--- src/pkg/vsdc_map.vh ---
// Register map, field positions and reset values for the video stream debug checker
//
// Notes on behaviour
// (RULE1) Flag line short when end-of-line comes early
// (RULE2) Flag line long when line overruns size
// (RULE3) Flag frame early or late against size
// (RULE4) Hold input ready low during init, flush
// (RULE5) No output during first two lines processed
// (RULE6) Discard surplus pixels until input line end
// (RULE7) Output start on user bit 0, end on last
// (RULE8) Control bit 4 enables passthrough when built
// (RULE9) Passthrough forwards input samples straight through muxes
// (RULE10) Passthrough puts sample on green, others zero
// (RULE11) Control bit 5 enables pattern generator when built
// (RULE12) Pattern pixels replace normal result at output
// (RULE13) Color bars on first 256 lines, 64 wide
// (RULE14) Bar order black red green yellow blue magenta cyan white
// (RULE15) Remaining lines carry a monochrome diagonal ramp
// (RULE16) Software clears passthrough from input toward output
// (RULE17) Software clears pattern from output toward input
// (RULE18) Debug features optional at build time
// (RULE19) Early frame start restarts; late one drops data
// (RULE20) Early line end ends line; late drops pixels
// (RULE21) Pattern wins over passthrough when both set
`ifndef VSDC_MAP_VH
`define VSDC_MAP_VH

// ****************************************
// Register offsets (byte addresses)
// ****************************************
`define VSDC_ADDR_W          5
`define VSDC_REG_CONTROL     5'h00
`define VSDC_REG_STATUS      5'h04
`define VSDC_REG_ERROR       5'h08
`define VSDC_REG_ACTIVE_SIZE 5'h0C

// ****************************************
// Fields
// ****************************************
`define VSDC_CTRL_BYPASS     4
`define VSDC_CTRL_PATTERN    5
`define VSDC_ERR_LINE_SHORT  0
`define VSDC_ERR_LINE_LONG   1
`define VSDC_ERR_FRAME_EARLY 2
`define VSDC_ERR_FRAME_LATE  3
`define VSDC_SIZE_W          13
`define VSDC_HSIZE_LSB       0
`define VSDC_VSIZE_LSB       16

// ****************************************
// Reset values and counts
// ****************************************
`define VSDC_CONTROL_RST     32'h0000_0000
`define VSDC_ACTIVE_SIZE_RST 32'h0438_0780
`define VSDC_INIT_CYCLES     256
`define VSDC_WARM_LINES      2
`define VSDC_BAR_LINES       256
`define VSDC_BAR_SHIFT       6

`endif

--- src/rtl/vsdc_regs.v ---
// Avalon-MM register slave of the video stream debug checker
`timescale 1ns/1ps
`include "vsdc_map.vh"
module vsdc_regs (
	input  wire                       ref_clk,
	input  wire                       rst_b,
	input  wire [`VSDC_ADDR_W-1:0]    avs_address,
	input  wire                       avs_read,
	input  wire                       avs_write,
	input  wire [31:0]                avs_writedata,
	input  wire [3:0]                 avs_byteenable,
	output reg  [31:0]                avs_readdata,
	output wire                       avs_waitrequest,
	input  wire [3:0]                 status_in,
	input  wire [3:0]                 err_set,
	output wire                       ctrl_bypass,
	output wire                       ctrl_pattern,
	output wire [`VSDC_SIZE_W-1:0]    hsize,
	output wire [`VSDC_SIZE_W-1:0]    vsize
);

	reg  [31:0] control;
	reg  [31:0] active_size;
	reg  [3:0]  error_flags;
	reg         ack;
	wire        req;
	wire        wr_now;
	wire [31:0] be_mask;

	function [31:0] be_expand;
		input [3:0] be;
		be_expand = {{8{be[3]}}, {8{be[2]}}, {8{be[1]}}, {8{be[0]}}};
	endfunction

	// ****************************************
	// Bus handshake: one wait cycle per access
	// ****************************************
	assign req             = avs_read | avs_write;
	assign avs_waitrequest = req & ~ack;
	assign wr_now          = avs_write & ack;
	assign be_mask         = be_expand(avs_byteenable);

	always @(posedge ref_clk or negedge rst_b) begin
		if (!rst_b) begin
			ack          <= 1'b0;
			avs_readdata <= 32'h0000_0000;
		end else begin
			ack <= req & ~ack;
			if (avs_read & ~ack) begin
				case (avs_address)
				`VSDC_REG_CONTROL:     avs_readdata <= control;
				`VSDC_REG_STATUS:      avs_readdata <= {28'h000_0000, status_in};
				`VSDC_REG_ERROR:       avs_readdata <= {28'h000_0000, error_flags};
				`VSDC_REG_ACTIVE_SIZE: avs_readdata <= active_size;
				default:               avs_readdata <= 32'h0000_0000;
				endcase
			end
		end
	end

	// ****************************************
	// Storage; error flags clear by writing one
	// ****************************************
	always @(posedge ref_clk or negedge rst_b) begin
		if (!rst_b) begin
			control     <= `VSDC_CONTROL_RST;
			active_size <= `VSDC_ACTIVE_SIZE_RST;
			error_flags <= 4'h0;
		end else begin
			if (wr_now && avs_address == `VSDC_REG_CONTROL)
				control <= (control & ~be_mask) | (avs_writedata & be_mask & 32'h0000_0030);
			if (wr_now && avs_address == `VSDC_REG_ACTIVE_SIZE)
				active_size <= (active_size & ~be_mask) | (avs_writedata & be_mask & 32'h1FFF_1FFF);
			// Set wins over a clear in the same cycle
			if (wr_now && avs_address == `VSDC_REG_ERROR && avs_byteenable[0])
				error_flags <= (error_flags & ~avs_writedata[3:0]) | err_set; // RULE1 RULE2 RULE3
			else
				error_flags <= error_flags | err_set; // RULE1 RULE2 RULE3
		end
	end

	assign ctrl_bypass  = control[`VSDC_CTRL_BYPASS];
	assign ctrl_pattern = control[`VSDC_CTRL_PATTERN];
	assign hsize        = active_size[`VSDC_HSIZE_LSB +: `VSDC_SIZE_W];
	assign vsize        = active_size[`VSDC_VSIZE_LSB +: `VSDC_SIZE_W];

endmodule // vsdc_regs

--- src/rtl/vsdc_pattern_gen.v ---
// Color-bar and ramp test-pattern generator
`timescale 1ns/1ps
`include "vsdc_map.vh"
module vsdc_pattern_gen #(
	parameter DW = 8
) (
	input  wire                       ref_clk,
	input  wire                       rst_b,
	input  wire                       active,
	input  wire                       advance,
	input  wire [`VSDC_SIZE_W-1:0]    hsize,
	input  wire [`VSDC_SIZE_W-1:0]    vsize,
	output wire [DW-1:0]              pat_r,
	output wire [DW-1:0]              pat_g,
	output wire [DW-1:0]              pat_b,
	output wire                       pat_last,
	output wire                       pat_sof
);

	reg  [`VSDC_SIZE_W-1:0] x;
	reg  [`VSDC_SIZE_W-1:0] y;
	wire [2:0]              bar;
	wire                    in_bars;
	wire [`VSDC_SIZE_W-1:0] ramp;
	wire [`VSDC_SIZE_W-1:0] bar_lines;
	localparam [`VSDC_SIZE_W-1:0] BAR_LINES = `VSDC_BAR_LINES;

	// ****************************************
	// Position counters
	// ****************************************
	assign bar_lines = BAR_LINES;
	assign pat_last  = (x == hsize - 13'h0001);
	assign pat_sof   = (x == 13'h0000) && (y == 13'h0000);

	always @(posedge ref_clk or negedge rst_b) begin
		if (!rst_b) begin
			x <= 13'h0000;
			y <= 13'h0000;
		end else if (!active) begin
			// Idle at frame origin so enabling starts a clean frame
			x <= 13'h0000;
			y <= 13'h0000;
		end else if (advance) begin
			if (pat_last) begin
				x <= 13'h0000;
				y <= (y == vsize - 13'h0001) ? 13'h0000 : y + 13'h0001;
			end else begin
				x <= x + 13'h0001;
			end
		end
	end

	// ****************************************
	// Pixel colour
	// ****************************************
	assign in_bars = (y < bar_lines); // RULE13
	assign bar     = x[`VSDC_BAR_SHIFT +: 3]; // RULE13 RULE14
	assign ramp    = x + y; // RULE15
	// Bar code bit 0 red, bit 1 green, bit 2 blue gives the bar order
	assign pat_r = in_bars ? {DW{bar[0]}} : ramp[DW-1:0]; // RULE14 RULE15
	assign pat_g = in_bars ? {DW{bar[1]}} : ramp[DW-1:0]; // RULE14 RULE15
	assign pat_b = in_bars ? {DW{bar[2]}} : ramp[DW-1:0]; // RULE14 RULE15

endmodule // vsdc_pattern_gen

--- src/rtl/vsdc_top.v ---
// Framing checker, passthrough and test pattern on the video stream path
//
// The register offsets and the Avalon-MM register port are this design's own decisions.
`timescale 1ns/1ps
`include "vsdc_map.vh"
module vsdc_top #(
	parameter DW            = 8,
	parameter INCLUDE_DEBUG = 1,
	parameter INIT_CYCLES   = `VSDC_INIT_CYCLES
) (
	input  wire                       ref_clk,
	input  wire                       rst_b,
	input  wire [`VSDC_ADDR_W-1:0]    avs_address,
	input  wire                       avs_read,
	input  wire                       avs_write,
	input  wire [31:0]                avs_writedata,
	input  wire [3:0]                 avs_byteenable,
	output wire [31:0]                avs_readdata,
	output wire                       avs_waitrequest,
	input  wire [DW-1:0]              s_axis_tdata,
	input  wire                       s_axis_tvalid,
	output wire                       s_axis_tready,
	input  wire                       s_axis_tlast,
	input  wire                       s_axis_tuser,
	output reg  [3*DW-1:0]            m_axis_tdata,
	output reg                        m_axis_tvalid,
	input  wire                       m_axis_tready,
	output reg                        m_axis_tlast,
	output reg                        m_axis_tuser
);

	// ****************************************
	// Framing states
	// ****************************************
	localparam ST_INIT  = 3'h0;
	localparam ST_SYNC  = 3'h1;
	localparam ST_RUN   = 3'h2;
	localparam ST_LDROP = 3'h3;
	localparam ST_FLUSH = 3'h4;
	localparam [15:0] INIT_LAST = INIT_CYCLES - 1;

	// ****************************************
	// Declarations
	// ****************************************
	reg  [2:0]              state;
	reg  [2:0]              next_state;
	reg  [`VSDC_SIZE_W-1:0] pix;
	reg  [`VSDC_SIZE_W-1:0] next_pix;
	reg  [`VSDC_SIZE_W-1:0] line;
	reg  [`VSDC_SIZE_W-1:0] next_line;
	reg  [15:0]             init_cnt;
	reg  [1:0]              warm;
	reg                     take;
	reg                     emit;
	reg                     o_last;
	reg                     o_sof;
	reg                     line_done;
	reg  [3:0]              err_set;
	reg  [`VSDC_SIZE_W-1:0] bp;
	reg  [`VSDC_SIZE_W-1:0] bl;
	reg                     load_valid;
	reg  [3*DW-1:0]         load_data;
	reg                     load_last;
	reg                     load_sof;

	// ****************************************
	// Internal nets
	// ****************************************
	wire                    ctrl_bypass;
	wire                    ctrl_pattern;
	wire [`VSDC_SIZE_W-1:0] hsize;
	wire [`VSDC_SIZE_W-1:0] vsize;
	wire [`VSDC_SIZE_W-1:0] hs1;
	wire [`VSDC_SIZE_W-1:0] vs1;
	wire                    out_free;
	wire                    in_fire;
	wire                    at_start;
	wire                    warm_ok;
	wire                    bypass_on;
	wire                    pattern_on;
	wire                    gen_advance;
	wire [DW-1:0]           pat_r;
	wire [DW-1:0]           pat_g;
	wire [DW-1:0]           pat_b;
	wire                    pat_last;
	wire                    pat_sof;
	wire [15:0]             init_last;

	// ****************************************
	// Helpers
	// ****************************************
	// Pack red, green and blue into one stream word, green lowest
	function [3*DW-1:0] pack_rgb;
		input [DW-1:0] r;
		input [DW-1:0] g;
		input [DW-1:0] b;
		pack_rgb = {r, b, g};
	endfunction

	// ****************************************
	// Registers
	// ****************************************
	vsdc_regs u_regs (
		.ref_clk         (ref_clk),
		.rst_b           (rst_b),
		.avs_address     (avs_address),
		.avs_read        (avs_read),
		.avs_write       (avs_write),
		.avs_writedata   (avs_writedata),
		.avs_byteenable  (avs_byteenable),
		.avs_readdata    (avs_readdata),
		.avs_waitrequest (avs_waitrequest),
		.status_in       ({warm_ok, state == ST_LDROP, state == ST_SYNC, state == ST_INIT}),
		.err_set         (err_set),
		.ctrl_bypass     (ctrl_bypass),
		.ctrl_pattern    (ctrl_pattern),
		.hsize           (hsize),
		.vsize           (vsize)
	);

	// Debug controls only count when the features are built in
	assign bypass_on  = (INCLUDE_DEBUG != 0) & ctrl_bypass; // RULE8 RULE18
	assign pattern_on = (INCLUDE_DEBUG != 0) & ctrl_pattern; // RULE11 RULE18

	// ****************************************
	// Stream handshake
	// ****************************************
	assign hs1       = hsize - 13'h0001;
	assign vs1       = vsize - 13'h0001;
	assign init_last = INIT_LAST;
	assign out_free  = ~m_axis_tvalid | m_axis_tready;
	// Input waits while clearing or closing a cut-short frame
	assign s_axis_tready = (state != ST_INIT) & (state != ST_FLUSH) & out_free; // RULE4
	assign in_fire   = s_axis_tvalid & s_axis_tready;
	assign at_start  = (pix == 13'h0000) && (line == 13'h0000);
	assign warm_ok   = (warm == `VSDC_WARM_LINES);

	// ****************************************
	// Framing decisions per input beat
	// ****************************************
	always @* begin
		next_state = state;
		next_pix   = pix;
		next_line  = line;
		take       = 1'b0;
		emit       = 1'b0;
		o_last     = 1'b0;
		o_sof      = 1'b0;
		line_done  = 1'b0;
		err_set    = 4'h0;
		bp         = pix;
		bl         = line;
		case (state)
		ST_INIT: begin
			if (init_cnt == init_last)
				next_state = ST_SYNC;
		end
		ST_FLUSH: begin
			next_state = ST_RUN;
		end
		ST_SYNC, ST_RUN, ST_LDROP: begin
			if (in_fire) begin
				if (s_axis_tuser) begin
					// A frame start always restarts the frame at once
					take = 1'b1;
					bp   = 13'h0000;
					bl   = 13'h0000;
					if (state != ST_SYNC && !at_start) begin
						err_set[`VSDC_ERR_FRAME_EARLY] = 1'b1; // RULE3 RULE19
						next_state = ST_FLUSH; // RULE19
					end else begin
						next_state = ST_RUN;
					end
				end else if (state == ST_SYNC) begin
					next_state = ST_SYNC; // RULE19
				end else if (state == ST_LDROP) begin
					err_set[`VSDC_ERR_LINE_LONG] = 1'b1; // RULE2
					if (s_axis_tlast)
						next_state = ST_RUN; // RULE6 RULE20
				end else if (at_start) begin
					err_set[`VSDC_ERR_FRAME_LATE] = 1'b1; // RULE3
					next_state = ST_SYNC; // RULE19
				end else begin
					take = 1'b1;
				end
			end
		end
		default: begin
			next_state = ST_INIT;
		end
		endcase
		if (take) begin
			emit   = 1'b1;
			o_sof  = (bp == 13'h0000) && (bl == 13'h0000); // RULE7
			o_last = s_axis_tlast | (bp == hs1); // RULE7 RULE20
			if (s_axis_tlast && bp < hs1)
				err_set[`VSDC_ERR_LINE_SHORT] = 1'b1; // RULE1
			if (!s_axis_tlast && bp == hs1 && next_state == ST_RUN)
				next_state = ST_LDROP; // RULE6 RULE20
			if (o_last) begin
				line_done = 1'b1;
				next_pix  = 13'h0000;
				next_line = (bl == vs1) ? 13'h0000 : bl + 13'h0001;
			end else begin
				next_pix  = bp + 13'h0001;
				next_line = bl;
			end
		end
	end

	// ****************************************
	// State, counters and warm-up
	// ****************************************
	always @(posedge ref_clk or negedge rst_b) begin
		if (!rst_b) begin
			state    <= ST_INIT;
			pix      <= 13'h0000;
			line     <= 13'h0000;
			init_cnt <= 16'h0000;
			warm     <= 2'h0;
		end else begin
			state <= next_state;
			pix   <= next_pix;
			line  <= next_line;
			if (state == ST_INIT)
				init_cnt <= init_cnt + 16'h0001;
			if (line_done && !warm_ok)
				warm <= warm + 2'h1; // RULE5
		end
	end

	// ****************************************
	// Test-pattern generator
	// ****************************************
	generate
		if (INCLUDE_DEBUG != 0) begin : g_pattern
			vsdc_pattern_gen #(
				.DW (DW)
			) u_pattern (
				.ref_clk  (ref_clk),
				.rst_b    (rst_b),
				.active   (pattern_on),
				.advance  (gen_advance),
				.hsize    (hsize),
				.vsize    (vsize),
				.pat_r    (pat_r),
				.pat_g    (pat_g),
				.pat_b    (pat_b),
				.pat_last (pat_last),
				.pat_sof  (pat_sof)
			);
		end else begin : g_no_pattern
			// Leaving the generator out saves its counters
			assign pat_r    = {DW{1'b0}}; // RULE18
			assign pat_g    = {DW{1'b0}};
			assign pat_b    = {DW{1'b0}};
			assign pat_last = 1'b0;
			assign pat_sof  = 1'b0;
		end
	endgenerate

	assign gen_advance = pattern_on & out_free & (state != ST_INIT);

	// ****************************************
	// Output source select
	// ****************************************
	always @* begin
		if (pattern_on) begin
			// Pattern has priority over passthrough
			load_valid = (state != ST_INIT); // RULE12 RULE21
			load_data  = pack_rgb(pat_r, pat_g, pat_b); // RULE12
			load_last  = pat_last;
			load_sof   = pat_sof;
		end else if (bypass_on) begin
			// No framing, warm-up or dropping on this path
			load_valid = in_fire; // RULE9
			load_data  = pack_rgb({DW{1'b0}}, s_axis_tdata, {DW{1'b0}}); // RULE10
			load_last  = s_axis_tlast; // RULE9
			load_sof   = s_axis_tuser; // RULE9
		end else begin
			load_valid = emit & warm_ok; // RULE5
			load_data  = pack_rgb({DW{1'b0}}, s_axis_tdata, {DW{1'b0}});
			load_last  = o_last; // RULE7
			load_sof   = o_sof; // RULE7
		end
	end

	// ****************************************
	// Output register
	// ****************************************
	always @(posedge ref_clk or negedge rst_b) begin
		if (!rst_b) begin
			m_axis_tvalid <= 1'b0;
			m_axis_tdata  <= {3*DW{1'b0}};
			m_axis_tlast  <= 1'b0;
			m_axis_tuser  <= 1'b0;
		end else if (out_free) begin
			m_axis_tvalid <= load_valid;
			m_axis_tdata  <= load_data;
			m_axis_tlast  <= load_last;
			m_axis_tuser  <= load_sof;
		end
	end

endmodule // vsdc_top

--- config.mk ---
export PLATFORM = sky130hd
export DESIGN_NAME = vsdc_top
export DESIGN_NICKNAME = d
export VERILOG_FILES = /design/src/rtl/vsdc_regs.v /design/src/rtl/vsdc_pattern_gen.v /design/src/rtl/vsdc_top.v
export VERILOG_INCLUDE_DIRS = /design/src /design/src/pkg
export SDC_FILE = /design/constraint.sdc
export NUM_CORES = 1
export LEC_CHECK = 0
export BUFFER_PORTS_ARGS = -buffer_cell sky130_fd_sc_hd__buf_2
export CAP_MARGIN = 25
export CORE_MARGIN = 2
export CORE_UTILIZATION = 40
export CTS_CLUSTER_DIAMETER = 60
export DETAILED_ROUTE_END_ITERATION = 12
export PLACE_DENSITY = 0.56
export RECOVER_POWER = 100
export SYNTH_ARGS = -nofsm -noshare
export SYNTH_HDL_FRONTEND = slang
export SYNTH_SLANG_ARGS = --single-unit
--- constraint.sdc ---
create_clock -name ref_clk -period 13.3 [get_ports ref_clk]
set_clock_uncertainty 0.1 [all_clocks]
set_input_delay 0.665 -clock ref_clk [delete_from_list [all_inputs] [get_ports ref_clk]]
set_output_delay 0.665 -clock ref_clk [all_outputs]
set_load 0.02 [all_outputs]
==> run metrics <==
Die Area 0.02939 mm^2; hold path cells 2; share of layout cells above drive strength 1 12.23%; HP Start avs_writedata[16]; Post-synth EDFFs 0; DR vias roughly 8700; commonest cells after routing, fill and taps aside dfrtp_1, nand2_1, o21ai_0; FMAX 0.1390 GHz; Logic pwr share 21.9%; Netlist Area Pre-Place 0.01121 mm^2; htree depth 1; Die Y-Extent 171.4 um; vias in the first global route between 8000 and 9000; Core ar. approximately 0.028 mm^2; CTS tree done; CTS resizes 0; first drt pass iteration count 5; ys async rst share 100.0%; CP startpoint kind input pin; Final Cycle Share 54.09%; number of max-cap violations 5; critical path's most frequent cell clkbuf_1; placed cell area 0.01209 mm^2; clock root buffer clkbuf_16; min cycle time layout 7194 ps; RR Endpoint line[10]$_DFFE_PN0P_; Yosys cell types 77; worst skew pair latency ~520 ps; FF-to-FF setup slack 7940 ps; Sum Neg Setup Slack 0 ps; DRT iter0 DRCs 645; Pwr Density 140.6 mW/mm^2; antenna cells 0; Final Max Slew Viols approximately 260; Hold-fix buffers, CTS 0; vias per inst 5.346; Site Rows 61; Area contributors post-synth dfrtp_1, o21ai_0, nand2_1; post-synth top area share a little over two fifths; synthesized net count 1235; commonest non-fill, non-tap cell in the layout dfrtp_1; slew at the pin closest to its max-slew limit 4198 ps; net switching power about 0.00055 W; largest net degree at the start of global routing 81; initial core utilization 40.47%; slowest stage cell, crit path clkbuf_1; Hold Vio Cnt, Final 0; hold crit path type input pin to flip-flop; Die W 171.4 um; CP Max Fanout 74; I/O Pins between 100 and 150; Syn Inst Count 1145; Post-CTS Setup Bufs 0; global placer's final weighted congestion 0.8327; Rel. slew slack -179.8%; switching share of power between 30% and 40%; cells along the critical path clkbuf_1, clkbuf_1, clkbuf_1; Int Power roughly 0.0013 W; largest area contributor in the netlist dfrtp_1; dpl hpwl 20700 um; post-layout power 0.001803 W; cts bufs inserted 24; post-route antenna net violation count 0; total grt overflow 0; Top FF cell, synth dfrtp_1; Crit Path Class input pin to asynchronous set/reset pin; fin cells approximately 1600; sequential area share after synthesis between 40 and 50%; Clk pwr share about two fifths; slowest cell delay on critical path 2900 ps; Critical R2R Launch state[1]$_DFF_PN0_; DRC Markers 0; drt total wl 29070 um; Critical Path RT 12940 ps; Ys Warns 0; LEAKAGE 5.613 nW; DR WL/cell 17.85 um; GRT Overall Usage 20.01%; critical path capture point type asynchronous set/reset pin; Area Overhead vs Synth 14.42%; Sink Count 201; Longest Clk Path Bufs 3; Port Buffer Count 111; status complete, but fails checks; Finished Cell Area 0.01283 mm^2; Final Setup Violations 0; critical path arrival 6830 ps; CTS clock-pin slew for the worst setup and hold paths 60 ps; failing checks max-capacitance violations, max-slew violations; first-pass GRT wire length about 47000 um; Final #Nets 1323; Placed Cells 1582; Syn Area/Cell 9.793 um^2; reg2reg path depth 13; VDD IR max 73.44 uV; unrepaired setup endpoints after global routing false; Flop pwr share 39.4%; initial antenna violation count 0; #FFs+latches synth ~200
cell families after synthesis:
logic type	share of synthesized area, %
and+or+nand+nor	20.55
AOI/OAI and AO/OA	14.87
DFF	44.95
buffers and inverters	3.414
xor gates and xnor gates	8.391
muxes	4.073
adders and majority gates	3.749
worst max-delay path, delay by kind of cell:
kind	cells	cell delay (ps)
buffers and inverters	3	6100
cell type report:
cell class	instances	area (um^2)
fill	2702	14880
multi-input combinational	849	5792
sequential	201	5040
clock buffer	38	704.4
timing repair buffer	126	568.0
tap	378	473.0
clock inverter	6	136.4
inverter	31	116.4
cell usage after synthesis (all sizes together) (22+ instances only):
cell	count
nor3	22
nor2	61
xor2	26
mux2	29
ha	32
clkbuf	55
nand4	22
and3	27
dfrtp	193
nand3	25
xnor2	48
nand2	118
a22oi	29
a21oi	24
and2	59
inv	31
o21ai	114
routing by layer:
layer / GRT usage [%] / vias up / routed length, um
met4: 4.311 / 0 / 448
li1: - / 4293 / -
met5: 0 / - / 0
met2: 32.98 / 157 / 13870
met3: 2.761 / 36 / 1131
met1: 28.10 / 4223 / 13620
power groups by stage:
stage          sequential (W)  combinational, W  clock [W]
6_report             0.000710          0.000395   0.000698
5_1_grt              0.000717          0.000444   0.000742
4_1_cts              0.000710          0.000403   0.000714
3_5_place_dp         0.000720          0.000401          0
3_3_place_gp         0.000718          0.000395          0
2_1_floorplan        0.000708          0.000295          0
worst max path at each step:
stage	startpoint	to	slack, ps	depth (start not counted)
floorplan	m_axis_tready	line[10]$_DFFE_PN0P_	8890	15
global placement	m_axis_tready	line[10]$_DFFE_PN0P_	8130	14
detailed placement	m_axis_tready	line[10]$_DFFE_PN0P_	8090	14
CTS	m_axis_tvalid$_DFFE_PN0N_	line[10]$_DFFE_PN0P_	8460	13
global route	rst_b	g_pattern.u_pattern.y[2]$_DFFE_PN0P_	4450	3
finish	rst_b	u_regs.avs_readdata[30]$_DFFE_PN0P_	6110	3
through the flow:
stage	setup WS, ps	hold WS [ps]	util (%)
3_5_place_dp	8089	365.9	43.63
5_1_grt	4448	268.5	46.31
4_1_cts	8459	101.4	46.66
2_1_floorplan	8885	269.4	-
3_3_place_gp	8135	353.8	43.63
6_report	6106	282.0	46.31
(Power assumes the default switching activity.)
